<file path="src/verilog/icu_defines.svh">
/*
 * Offsets, field positions, reset values and select codes of the input capture unit.
 * Assumes a word-aligned APB slave decoding the low 8 address bits of the block.
 */
`ifndef ICU_DEFINES_SVH
`define ICU_DEFINES_SVH

// register offsets (byte addresses within the block)
`define ICU_OFF_TIMER_CFG 8'h00
`define ICU_OFF_TIMER_PHASE 8'h04
`define ICU_OFF_CH_CFG0 8'h08
`define ICU_OFF_STAMP0 8'h14
`define ICU_OFF_STATUS 8'h20
`define ICU_OFF_TIMER_VALUE 8'h24
`define ICU_CH_STRIDE 8'h04

// capture timer configuration fields
`define ICU_TCFG_EN 0
`define ICU_TCFG_SYNC_EN 1
`define ICU_TCFG_SEL_LO 2
`define ICU_TCFG_SEL_HI 4
`define ICU_TCFG_SW_SYNC 5

// sync source codes: 0..2 pick a pwm timer sync output
`define ICU_SYNC_SEL_EXT 3'h3

// channel configuration fields
`define ICU_CCFG_EN 0
`define ICU_CCFG_RISE 1
`define ICU_CCFG_FALL 2
`define ICU_CCFG_PS_LO 3
`define ICU_CCFG_PS_HI 10
`define ICU_CCFG_INV 11
`define ICU_CCFG_FORCE 12

// status fields
`define ICU_STAT_EDGE_LO 0
`define ICU_STAT_LVL_LO 3
`define ICU_STAT_RUN 6

// reset values and sizes
`define ICU_RST_WORD 32'h0000_0000
`define ICU_NUM_CH 3
`define ICU_SYNC_W 4
// nominal bus clock of the timer in the target system
`define ICU_BUS_CLK_NOMINAL_MHZ 80

`endif

</file>
<file path="src/verilog/icu_pkg.sv">
/*
 * Types of the input capture unit: channel settings and the state of each module.
 * Assumes icu_defines.svh is compiled with it.
 */
`include "icu_defines.svh"

package icu_pkg;

  // settings of one capture channel
  typedef struct packed {
    logic enable;
    logic invert;
    logic [7:0] prescale;
    logic rise_en;
    logic fall_en;
  } icu_chcfg_s;

  // state of the two-stage synchroniser
  typedef struct packed {
    logic [`ICU_SYNC_W-1:0] s1;
    logic [`ICU_SYNC_W-1:0] s2;
  } icu_sync_s;

  // state of one capture channel
  typedef struct packed {
    logic level;
    logic [7:0] count;
    logic capture;
    logic edge_fall;
  } icu_chan_s;

  // state of the top level
  typedef struct packed {
    logic timer_en;
    logic sync_en;
    logic [2:0] sync_sel;
    logic sw_sync;
    logic [31:0] phase;
    logic [31:0] timer;
    icu_chcfg_s [`ICU_NUM_CH-1:0] chcfg;
    logic [`ICU_NUM_CH-1:0][31:0] stamp;
    logic [`ICU_NUM_CH-1:0] last_edge;
    logic [`ICU_NUM_CH-1:0] sw_force;
    logic [`ICU_NUM_CH-1:0] irq;
    logic ext_prev;
    logic [31:0] prdata;
    logic pready;
    logic pslverr;
  } icu_top_s;

endpackage

</file>
<file path="src/verilog/icu_sync2.sv">
/*
 * Two-flip-flop synchroniser for the pad inputs of the capture unit.
 * Assumes inputs asynchronous to pclk; only the second stage is read.
 */
`timescale 1ns/1ns
`include "icu_defines.svh"

module icu_sync2 (
  input wire logic pclk,
  input wire logic presetn,
  input wire logic [`ICU_SYNC_W-1:0] async_in,
  output logic [`ICU_SYNC_W-1:0] sync_out
);

  icu_pkg::icu_sync_s s_r;
  icu_pkg::icu_sync_s s_nxt;

  // first stage feeds only the second stage
  always_comb begin
    s_nxt = s_r;
    s_nxt.s1 = async_in;
    s_nxt.s2 = s_r.s1;
  end

  always_ff @(posedge pclk or negedge presetn) begin
    if (!presetn) begin
      s_r <= '0;
    end else begin
      s_r <= s_nxt;
    end
  end

  assign sync_out = s_r.s2;

endmodule // icu_sync2

</file>
<file path="src/verilog/icu_channel.sv">
/*
 * One capture channel: optional inversion, edge prescaler and edge qualification.
 * Assumes a synchronised pad level and settings held in the top level's registers.
 */
`timescale 1ns/1ns
`include "icu_defines.svh"

module icu_channel (
  input wire logic pclk,
  input wire logic presetn,
  input wire logic pad_sync,
  input icu_pkg::icu_chcfg_s cfg,
  input wire logic sw_force,
  output logic capture,
  output logic edge_fall
);

  icu_pkg::icu_chan_s s_r;
  icu_pkg::icu_chan_s s_nxt;
  logic lvl;
  logic rise;
  logic fall;
  logic qual;

  // invert first, then edges of the preprocessed level
  assign lvl = pad_sync ^ cfg.invert;
  assign rise = lvl & ~s_r.level;
  assign fall = ~lvl & s_r.level;
  // only selected edges count toward the prescaler
  assign qual = cfg.enable & ((rise & cfg.rise_en) | (fall & cfg.fall_en));

  // prescaler passes one qualifying edge in every prescale+1
  always_comb begin
    s_nxt = s_r;
    s_nxt.capture = 1'b0;
    s_nxt.level = lvl;
    if (!cfg.enable) begin
      s_nxt.count = 8'h00;
    end else if (qual) begin
      if (s_r.count == cfg.prescale) begin
        s_nxt.count = 8'h00;
        s_nxt.capture = 1'b1;
        s_nxt.edge_fall = fall;
      end else begin
        s_nxt.count = s_r.count + 8'h01;
      end
    end
    // a forced capture keeps the recorded edge
    if (sw_force) begin
      s_nxt.capture = 1'b1;
    end
  end

  always_ff @(posedge pclk or negedge presetn) begin
    if (!presetn) begin
      s_r <= '0;
    end else begin
      s_r <= s_nxt;
    end
  end

  assign capture = s_r.capture;
  assign edge_fall = s_r.edge_fall;

endmodule // icu_channel

</file>
<file path="src/verilog/icu_top.sv">
/*
 * Input capture unit: shared 32-bit capture timer, three capture channels, APB registers.
 * Assumes pads already routed to the capture inputs, pwm timer sync pulses on pclk,
 * and an APB master that holds each request until pready.
 */
// Decided for this implementation: the address map and the APB register port.
`timescale 1ns/1ns
`include "icu_defines.svh"

module icu_top (
  input wire logic pclk,
  input wire logic presetn,
  input wire logic [7:0] paddr,
  input wire logic psel,
  input wire logic penable,
  input wire logic pwrite,
  input wire logic [31:0] pwdata,
  output logic [31:0] prdata,
  output logic pready,
  output logic pslverr,
  input wire logic capture_input_a,
  input wire logic capture_input_b,
  input wire logic capture_input_c,
  input wire logic [2:0] pwm_timer_sync,
  input wire logic ext_sync_in,
  output logic [2:0] capture_irq
);

  icu_pkg::icu_top_s s_r;
  icu_pkg::icu_top_s s_nxt;

  logic [`ICU_SYNC_W-1:0] pad_raw;
  logic [`ICU_SYNC_W-1:0] pad_sync;
  logic [`ICU_NUM_CH-1:0] ch_capture;
  logic [`ICU_NUM_CH-1:0] ch_edge_fall;
  logic ext_sync_s;
  logic access;
  logic wr_done;
  logic hit;
  logic [31:0] rd_word;
  logic sel_hit;
  logic sync_evt;

  // pads and the external sync input cross into pclk through two flops
  assign pad_raw = {ext_sync_in, capture_input_c, capture_input_b, capture_input_a};

  icu_sync2 u_sync (
    .pclk(pclk),
    .presetn(presetn),
    .async_in(pad_raw),
    .sync_out(pad_sync)
  );

  assign ext_sync_s = pad_sync[`ICU_SYNC_W-1];

  // one channel per capture input, each with its own settings
  genvar gi;
  generate
    for (gi = 0; gi < `ICU_NUM_CH; gi++) begin : g_ch
      icu_channel u_ch (
        .pclk(pclk),
        .presetn(presetn),
        .pad_sync(pad_sync[gi]),
        .cfg(s_r.chcfg[gi]),
        .sw_force(s_r.sw_force[gi]),
        .capture(ch_capture[gi]),
        .edge_fall(ch_edge_fall[gi])
      );
    end
  endgenerate

  // apb phases: the access phase waits one cycle, then completes
  assign access = psel & penable & ~s_r.pready;
  assign wr_done = psel & penable & s_r.pready & pwrite;

  // register decode, apb answer, timer and capture bookkeeping
  always_comb begin
    s_nxt = s_r;
    hit = 1'b0;
    rd_word = `ICU_RST_WORD;
    sel_hit = 1'b0;
    sync_evt = 1'b0;

    // read decode; unmapped or misaligned addresses miss
    if (paddr == `ICU_OFF_TIMER_CFG) begin
      hit = 1'b1;
      rd_word[`ICU_TCFG_EN] = s_r.timer_en;
      rd_word[`ICU_TCFG_SYNC_EN] = s_r.sync_en;
      rd_word[`ICU_TCFG_SEL_HI:`ICU_TCFG_SEL_LO] = s_r.sync_sel;
    end else if (paddr == `ICU_OFF_TIMER_PHASE) begin
      hit = 1'b1;
      rd_word = s_r.phase;
    end else if (paddr == `ICU_OFF_STATUS) begin
      hit = 1'b1;
      rd_word[`ICU_STAT_EDGE_LO +: `ICU_NUM_CH] = s_r.last_edge;
      rd_word[`ICU_STAT_LVL_LO +: `ICU_NUM_CH] = pad_sync[`ICU_NUM_CH-1:0];
      rd_word[`ICU_STAT_RUN] = s_r.timer_en;
    end else if (paddr == `ICU_OFF_TIMER_VALUE) begin
      hit = 1'b1;
      rd_word = s_r.timer;
    end
    for (int i = 0; i < `ICU_NUM_CH; i++) begin
      if (paddr == 8'(`ICU_OFF_CH_CFG0 + `ICU_CH_STRIDE * 8'(i))) begin
        hit = 1'b1;
        rd_word[`ICU_CCFG_EN] = s_r.chcfg[i].enable;
        rd_word[`ICU_CCFG_RISE] = s_r.chcfg[i].rise_en;
        rd_word[`ICU_CCFG_FALL] = s_r.chcfg[i].fall_en;
        rd_word[`ICU_CCFG_PS_HI:`ICU_CCFG_PS_LO] = s_r.chcfg[i].prescale;
        rd_word[`ICU_CCFG_INV] = s_r.chcfg[i].invert;
      end
      if (paddr == 8'(`ICU_OFF_STAMP0 + `ICU_CH_STRIDE * 8'(i))) begin
        hit = 1'b1;
        rd_word = s_r.stamp[i];
      end
    end

    // answer one cycle into the access phase, then release
    if (access) begin
      s_nxt.pready = 1'b1;
      s_nxt.pslverr = ~hit;
      s_nxt.prdata = (pwrite || !hit) ? `ICU_RST_WORD : rd_word;
    end else begin
      s_nxt.pready = 1'b0;
      s_nxt.pslverr = 1'b0;
      s_nxt.prdata = `ICU_RST_WORD;
    end

    // one-cycle command pulses
    s_nxt.sw_sync = 1'b0;
    s_nxt.sw_force = '0;

    // writes take effect at the completing edge; read-only words ignore them
    if (wr_done) begin
      if (paddr == `ICU_OFF_TIMER_CFG) begin
        s_nxt.timer_en = pwdata[`ICU_TCFG_EN];
        s_nxt.sync_en = pwdata[`ICU_TCFG_SYNC_EN];
        s_nxt.sync_sel = pwdata[`ICU_TCFG_SEL_HI:`ICU_TCFG_SEL_LO];
        s_nxt.sw_sync = pwdata[`ICU_TCFG_SW_SYNC];
      end
      if (paddr == `ICU_OFF_TIMER_PHASE) begin
        s_nxt.phase = pwdata;
      end
      for (int i = 0; i < `ICU_NUM_CH; i++) begin
        if (paddr == 8'(`ICU_OFF_CH_CFG0 + `ICU_CH_STRIDE * 8'(i))) begin
          s_nxt.chcfg[i].enable = pwdata[`ICU_CCFG_EN];
          s_nxt.chcfg[i].rise_en = pwdata[`ICU_CCFG_RISE];
          s_nxt.chcfg[i].fall_en = pwdata[`ICU_CCFG_FALL];
          s_nxt.chcfg[i].prescale = pwdata[`ICU_CCFG_PS_HI:`ICU_CCFG_PS_LO];
          s_nxt.chcfg[i].invert = pwdata[`ICU_CCFG_INV];
          s_nxt.sw_force[i] = pwdata[`ICU_CCFG_FORCE];
        end
      end
    end

    // hardware sync source chosen by the select field
    case (s_r.sync_sel)
      3'h0: sel_hit = pwm_timer_sync[0];
      3'h1: sel_hit = pwm_timer_sync[1];
      3'h2: sel_hit = pwm_timer_sync[2];
      `ICU_SYNC_SEL_EXT: sel_hit = ext_sync_s & ~s_r.ext_prev;
      default: sel_hit = 1'b0;
    endcase
    s_nxt.ext_prev = ext_sync_s;
    // software sync acts whatever the enable; hardware sync needs it
    sync_evt = s_r.sw_sync | (s_r.sync_en & sel_hit);

    // timer on pclk: sync load wins over counting
    if (sync_evt) begin
      s_nxt.timer = s_r.phase;
    end else if (s_r.timer_en) begin
      s_nxt.timer = s_r.timer + 32'h0000_0001;
    end

    // time-stamp, edge record and interrupt pulse per capture
    s_nxt.irq = '0;
    for (int i = 0; i < `ICU_NUM_CH; i++) begin
      if (ch_capture[i]) begin
        s_nxt.stamp[i] = s_r.timer;
        s_nxt.last_edge[i] = ch_edge_fall[i];
        s_nxt.irq[i] = 1'b1;
      end
    end
  end

  // all state in one register bank
  always_ff @(posedge pclk or negedge presetn) begin
    if (!presetn) begin
      s_r <= '0;
    end else begin
      s_r <= s_nxt;
    end
  end

  // outputs straight from flops
  assign prdata = s_r.prdata;
  assign pready = s_r.pready;
  assign pslverr = s_r.pslverr;
  assign capture_irq = s_r.irq;

endmodule // icu_top

</file>
<file path="config.mk">
export PLATFORM = sky130hd
export DESIGN_NAME = icu_top
export DESIGN_NICKNAME = d
export VERILOG_FILES = /design/src/verilog/icu_pkg.sv /design/src/verilog/icu_sync2.sv /design/src/verilog/icu_channel.sv /design/src/verilog/icu_top.sv
export VERILOG_INCLUDE_DIRS = /design/src /design/src/verilog
export SDC_FILE = /design/constraint.sdc
export NUM_CORES = 1
export LEC_CHECK = 0
export ABC_AREA = 1
export BUFFER_PORTS_ARGS = -buffer_cell sky130_fd_sc_hd__buf_2
export CAP_MARGIN = 20
export CORE_MARGIN = 1.5
export CORE_UTILIZATION = 40
export CTS_BUF_LIST = sky130_fd_sc_hd__clkbuf_8
export CTS_CLUSTER_DIAMETER = 60
export DETAILED_ROUTE_END_ITERATION = 7
export PLACE_DENSITY = 0.56
export SYNTH_ARGS = -nofsm -noshare
export SYNTH_HDL_FRONTEND = slang
export SYNTH_SLANG_ARGS = --single-unit
</file>
<file path="constraint.sdc">
create_clock -name pclk -period 1.8 [get_ports pclk]
set_clock_uncertainty 0.05 [all_clocks]
set_input_delay 0.09 -clock pclk [delete_from_list [all_inputs] [get_ports pclk]]
set_output_delay 0.09 -clock pclk [all_outputs]
set_load 0.01 [all_outputs]
</file>
==> out/qor.txt, run 1 <==
Status: completed
Core ar.: 33800 µm²
Hold Path Class: input pin to register
Critical path startpoint category: register
Yosys cell types: 40
Max-cap violations: 0
Number of diodes: 0
Area Growth Syn to Fin: 20.3%
Starting Density: 0.409
Peak VDD IR: 567 µV
Element type at the critical path end: register
Post-DP HPWL: 28500 µm
Synth top area share: 0.519
Clk sinks: 287
Ys Warns: 0
Share of cells above drive strength 1: 0.196
R2R depth: 11
Worst-path maximum fanout: 3
Synth area leader: dfrtp_1
ANT nets after route: 0
Net Sw Frac: 0.241
Min-Delay Endpoint: u_sync.s_nxt[1]
Achievable Freq: 566 MHz
Wire per inst: 18.0 µm
First-pass GRT wire length: 65100 µm
Cell area after synthesis: 13800 µm²
Reg clk slew, reported paths: 0.06 ns
Fin crit period: 1.77 ns
Gr usage total: 0.236
Worst r2r src: s_r[176]
Psw: 3.11 mW
Reg2reg end: s_r[190]
Hold_sp: capture_input_b
Hold Slack: 0.0843 ns
Slew Limit Fails: 0
Crit-path slowest cell: dfrtp_1
Leak Pwr: 8.15 nW
Syn Inst Count: 1612
Mapped Nets: 1668
Cell breakdown of the critical path: ha_2 -> nand3_2 -> inv_2 -> nand2_2 -> nor2_4 -> nand2_4 -> buf_4 -> buf_4 -> xor2_1 -> nand2_1 -> nand3_1
Bufs on Longest Clock Path: 3
Setup TNS: 0 ns
R2R setup slack: 0.03 ns
Data required time at the worst endpoint: 2.22 ns
Number of global-route vias before repair: 11.5k
Initial antenna violation count: 0
Vias: 11.4k
Worst Path Buf+Inv: 3
GP Congestion: 0.890
Comb power frac: 0.044
Hold Crit Depth: 2
Cts bufs inserted: 53
Arr. time, crit path: 2.18 ns
Rel. slew slack: 0.636
Hold violation total from the final report: 0
I/O Pins: 89
Ranking of synthesized cells by area: dfrtp_1 (52%), nand2_1 (9.5%), o21ai_0 (5.0%), inv_1 (5.0%), nor2_1 (3.4%)
RSZ-0062 raised after global routing: yes
Die height: 189 µm
DRT iter0 DRCs: 701
CTS root buffer: clkbuf_8
Seq/Total Area, Yosys: 0.519
Design Power: 12.9 mW
PwrDens: 776 nW/µm²
Slew @ Worst Pin: 0.546 ns
Crit path kind: register to register
Largest net degree at the start of global routing: 55
Mapped Avg Cell Area: 8.58 µm²
#FFs+latches synth: 287
CP peak stage delay: 0.40 ns
Seq pwr share: 0.506
Vias per std cell: 5.01
Buffers on Ports: 88
Final setup violation count: 0
Top Family by Delay on Critical Path: simple AND/OR/NAND/NOR gates
Dpl ws: -0.0234 ns
Rows: 67
Total gr overflow: 0
Clock Latency Late Sink: 0.60 ns
Internal power: 9.79 mW
Worst setup margin: 0.0346 ns
Die width: 189 µm
Clock network power share: 0.450
Pre-antenna DRT Iters: 5
Fin nets: 1844
Top cell by count, worst path: buf_4
Drt drc: 0
H-Tree Level Count: 2
TritonCTS clock tree: built
Die area: 35700 µm²
Crit share post-route: 0.981
Detailed Route WL: 41000 µm
-- synthesized netlist by cell type --
master,count
o31ai_1,2
nand3_1,92
xnor2_1,15
o21ai_0,139
nor3_2,3
xor2_1,50
buf_4,37
nand4_1,12
nand2_1,349
o21ai_1,4
or2_2,12
buf_1,3
a21oi_1,68
nand3_4,1
nor3_4,1
nand3_2,2
clkinv_2,1
o221ai_1,18
mux2_2,33
nor2_2,8
and2_4,1
buf_6,4
nor2_8,1
dfrtp_1,287
a211oi_1,1
o211ai_1,2
buf_2,20
clkbuf_2,1
inv_1,183
o22ai_1,43
clkbuf_1,41
nor4_1,1
ha_1,4
inv_2,3
nor3_1,26
nand2_2,10
nor2_1,126
nand2_4,3
o2111ai_1,2
nor2_4,3
-- layer usage --
metal	wire (µm)	global-route usage
met5	0	0
met4	930	0.0656
met3	1920	0.0356
met2	18900	0.377
met1	19200	0.332
-- cell families after synthesis --
group                    share of synthesized area
flip-flops                                   0.519
multiplexers                                0.0269
adder cells (fa/ha/maj)                    0.00362
XOR/XNOR                                    0.0412
AND/OR/NAND/NOR                              0.204
AO/OA/AOI/OAI                                0.111
buffers and inverters                       0.0937
-- sequential cells by signal, indices dropped and copies added (netlist names) --
register	cells
s_r	209
u_sync.sync_out	4
pslverr	1
g_ch.u_ch.capture	3
prdata	32
pready	1
g_ch.u_ch.s_r	27
g_ch.u_ch.edge_fall	3
u_sync.s_nxt	4
capture_irq	3
-- placed cells by master, fill, tap and decap left out, types with 6 or more instances in the layout --
master	instances
a21oi_1	68
buf_12	13
buf_2	87
buf_4	83
clkbuf_8	62
dfrtp_1	282
dlygate4sd3_1	41
inv_1	205
mux2_2	33
nand2_1	346
nand2_2	11
nand3_1	89
nand4_1	12
nor2_1	122
nor2_2	8
nor2_4	7
nor3_1	23
nor3_2	6
o21ai_0	137
o21ai_1	6
o221ai_1	18
o22ai_1	43
or2_2	12
xnor2_1	15
xor2_1	48
-- final cells by class --
cell class,instances,area (µm²)
fill,3241,17100
sequential,287,7190
multi-input combinational,1032,5450
timing repair buffer,226,1760
clock buffer,62,853
inverter,187,707
tap,448,561
clock inverter,28,118
timing repair inverter,1,7.51
-- worst max path at each step --
stage              from  endpoint  slack [ns]  cells after the start
2_1_floorplan  s_r[176]  s_r[206]        0.07                     11
3_3_place_gp   s_r[177]  s_r[202]       0.007                     11
3_5_place_dp   s_r[177]  s_r[206]       -0.02                     11
4_1_cts        s_r[177]  s_r[203]        0.02                     10
5_1_grt        s_r[176]  s_r[194]       -0.06                     11
6_report       s_r[176]  s_r[190]        0.03                     11
-- power by group through the flow --
stage	Combinational, mW	Sequential, mW	Clock (mW)
after floorplan	0.137	6.64	0
after global placement	0.484	6.64	0
after detailed placement	0.487	6.65	0
after CTS	0.569	6.53	5.96
after global routing	0.635	6.54	6.25
final	0.570	6.54	5.80
-- through the flow --
step,util,cell area (µm²),cells
3_3_place_gp,0.446,15100,2129
3_5_place_dp,0.446,15100,2129
4_1_cts,0.487,16500,2262
6_report,0.492,16600,2271
2_1_floorplan,-,13800,1612
5_1_grt,0.492,16600,2271
-- what timing repair did --
action                     4_1_cts  5_1_grt
setup endpoints to repair        2       37
setup buffers                    1        8
gates cloned                     0        1
gates resized for setup          1       29
hold endpoints to repair       375        0
hold buffers                    42        0
pin swaps                        0        6
Power figures use the tool's default switching activity.
==> run 2, diff against run 1 <==
--- a/config.mk
+++ b/config.mk
@@ -11,7 +11,6 @@
 export CAP_MARGIN = 20
 export CORE_MARGIN = 1.5
 export CORE_UTILIZATION = 40
-export CTS_BUF_LIST = sky130_fd_sc_hd__clkbuf_8
 export CTS_CLUSTER_DIAMETER = 60
 export DETAILED_ROUTE_END_ITERATION = 7
 export PLACE_DENSITY = 0.56
==> run 2 against run 1 <==
Power grew 11%. Worst setup slack lost 0.0014 ns. Largest power group is now clock. Register-to-register slack is essentially flat. Via count shrank 0.67%. Worst hold slack lost 0.072 ns. Routed wire length shrank 0.51%. Sequential power is essentially flat. Critical path type unchanged. Final area grew 1.4%.
==> out/qor.txt, run 2 (same netlist as run 1, synthesis figures left out) <==
Status: completed (unchanged)
Number of diodes: 0 (unchanged)
Die width: 189 µm (unchanged)
Crit path kind: register to register (unchanged)
Initial antenna violation count: 0 (unchanged)
Detailed Route WL: 40800 µm (was 41000 µm)
First-pass GRT wire length: 64700 µm (was 65100 µm)
Commonest non-fill, non-tap cell in the layout: nand2_1 (unchanged)
Largest net degree at the start of global routing: 55 (unchanged)
Peak VDD IR: 731 µV (was 567 µV)
Reg clk slew, reported paths: 0.06 ns (about the same)
Area Growth Syn to Fin: 22.0% (was 20.3%)
Worst-path maximum fanout: 4 (was 3)
Slew Limit Fails: 0 (unchanged)
Die area: 35700 µm² (unchanged)
Starting Density: 0.409 (unchanged)
ANT nets after route: 0 (unchanged)
GP Congestion: 0.890 (unchanged)
Clk sinks: 287 (unchanged)
RSZ-0062 raised after global routing: yes (unchanged)
Bufs on Longest Clock Path: 3 (unchanged)
Met2 GRT Util: 0.378 (was 0.377)
# fillers: 3223 (was 3241)
M1 GR Usage: 0.329 (was 0.332)
Rel. slew slack: 0.627 (was 0.636)
Largest register FFs: 209 (unchanged)
Critical path startpoint category: register (unchanged)
H-Tree Level Count: 2 (unchanged)
Cts bufs inserted: 36 (was 53)
Most flop-heavy register: s_r (unchanged)
Gr usage total: 0.233 (was 0.236)
Global route hottest layer: met2 (unchanged)
Number of global-route vias before repair: 11.4k (was 11.5k)
Max-cap violations: 0 (unchanged)
Achievable Freq: 566 MHz (about the same)
Pre-antenna DRT Iters: 7 (was 5)
Post-DP HPWL: 28500 µm (unchanged)
Clock Latency Late Sink: 0.52 ns (was 0.60 ns)
Met3 GRT Util: 0.0335 (was 0.0356)
Vias per std cell: 5.04 (was 5.01)
Die height: 189 µm (unchanged)
Arr. time, crit path: 2.14 ns (was 2.18 ns)
R2R depth: 11 (unchanged)
TritonCTS clock tree: built (unchanged)
Hold Path Class: input pin to asynchronous set/reset pin (was input pin to register)
Core ar.: 33800 µm² (unchanged)
Slew @ Worst Pin: 0.559 ns (was 0.546 ns)
Element type at the critical path end: register (unchanged)
Most frequent cells in the layout: nand2_1 (346), dfrtp_1 (281), inv_1 (181) (was nand2_1 (346), dfrtp_1 (282), inv_1 (205))
Leak Pwr: 8.17 nW (was 8.15 nW)
Buffers on Ports: 88 (unchanged)
DRT iter0 DRCs: 690 (was 701)
Fin nets: 1828 (was 1844)
Share of cells above drive strength 1: 0.199 (was 0.196)
Worst setup margin: 0.0332 ns (was 0.0346 ns)
Wire per inst: 18.1 µm (was 18.0 µm)
Setup TNS: 0 ns (unchanged)
PwrDens: 849 nW/µm² (was 776 nW/µm²)
Data required time at the worst endpoint: 2.18 ns (was 2.22 ns)
I/O Pins: 89 (unchanged)
Total gr overflow: 0 (unchanged)
Hold violation total from the final report: 0 (unchanged)
Fin crit period: 1.77 ns (about the same)
Dpl ws: -0.0234 ns (unchanged)
CTS root buffer: clkbuf_16 (was clkbuf_8)
Drt drc: 0 (unchanged)
Vias: 11.3k (was 11.4k)
Crit share post-route: 0.982 (was 0.981)
Rows: 67 (unchanged)
Final setup violation count: 0 (unchanged)
run 2: worst paths after layout:
path | startpoint | endpoint | slack [ns]
worst max-delay path | s_r[176] | s_r[194] | 0.03
worst min-delay path | presetn | prdata[21] | 0.01
worst max register to register | s_r[176] | s_r[194] | 0.03
worst min register to register | u_sync.s_nxt[0] | u_sync.sync_out[0] | 0.30
max in group asynchronous | presetn | s_r[194] | 1.00
min in group pclk | pwdata[8] | s_r[171] | 0.03
run 2: worst max-delay path, stage by stage, from the launching register on:
cell,delay [ns]
dfrtp_1,0.41
ha_2,0.22
nand3_2,0.08
inv_2,0.06
nand2_2,0.06
nor2_4,0.13
nand2_4,0.08
nor2_4,0.19
buf_6,0.12
xor2_1,0.13
nand2_1,0.07
o211ai_1,0.08
run 2: final cells by class:
| class | instances | area, µm² | share of cell area |
|---|---|---|---|
| Timing Repair Buffer | 227 | 1750 | 0.104 |
| Sequential cell | 287 | 7190 | 0.426 |
| Clock buffer | 50 | 1070 | 0.0637 |
| Multi-Input combinational cell | 1032 | 5460 | 0.324 |
| Timing Repair inverter | 1 | 7.51 | 0.000445 |
| Inverter | 187 | 707 | 0.0419 |
| Tap cell | 448 | 561 | 0.0332 |
| Clock inverter | 14 | 121 | 0.00720 |
run 2: repair_timing:
| action | 4_1_cts | 5_1_grt |
|---|---|---|
| setup endpoints to repair | 2 | 38 |
| hold endpoints to repair | 354 | 0 |
| cloned | 0 | 1 |
| resized for setup | 1 | 32 |
| hold buffers | 40 | 0 |
| buffers inserted | 1 | 11 |
| pin swaps | 0 | 6 |
run 2: metrics by stage:
| step | cells | hold slack (ns) | power [mW] | cell area [µm²] | util |
|---|---|---|---|---|---|
| 6_report | 2246 | 0.0121 | 14.3 | 16900 | 0.499 |
| 5_1_grt | 2246 | 0.0207 | 14.8 | 16900 | 0.499 |
| 4_1_cts | 2234 | 0.0117 | 14.5 | 16700 | 0.493 |
| 3_5_place_dp | 2129 | -0.0363 | 7.13 | 15100 | 0.446 |
| 3_3_place_gp | 2129 | -0.0343 | 7.13 | 15100 | 0.446 |
| 2_1_floorplan | 1612 | -0.256 | 6.78 | 13800 | - |
run 2: metal layers:
| metal | wire, µm | vias to the layer above | share of wire |
|---|---|---|---|
| met3 | 2100 | 57 | 0.051 |
| met4 | 813 | 0 | 0.020 |
| li1 | - | 5506 | - |
| met5 | 0 | - | 0 |
| met1 | 18800 | 5446 | 0.46 |
| met2 | 19000 | 303 | 0.47 |
run 2: report_power, final:
part	leakage [nW]	switching [mW]	internal (mW)
Sequential	3.96	0.0384	6.49
Combinational	3.62	0.358	0.211
Clock	0.598	2.87	4.34
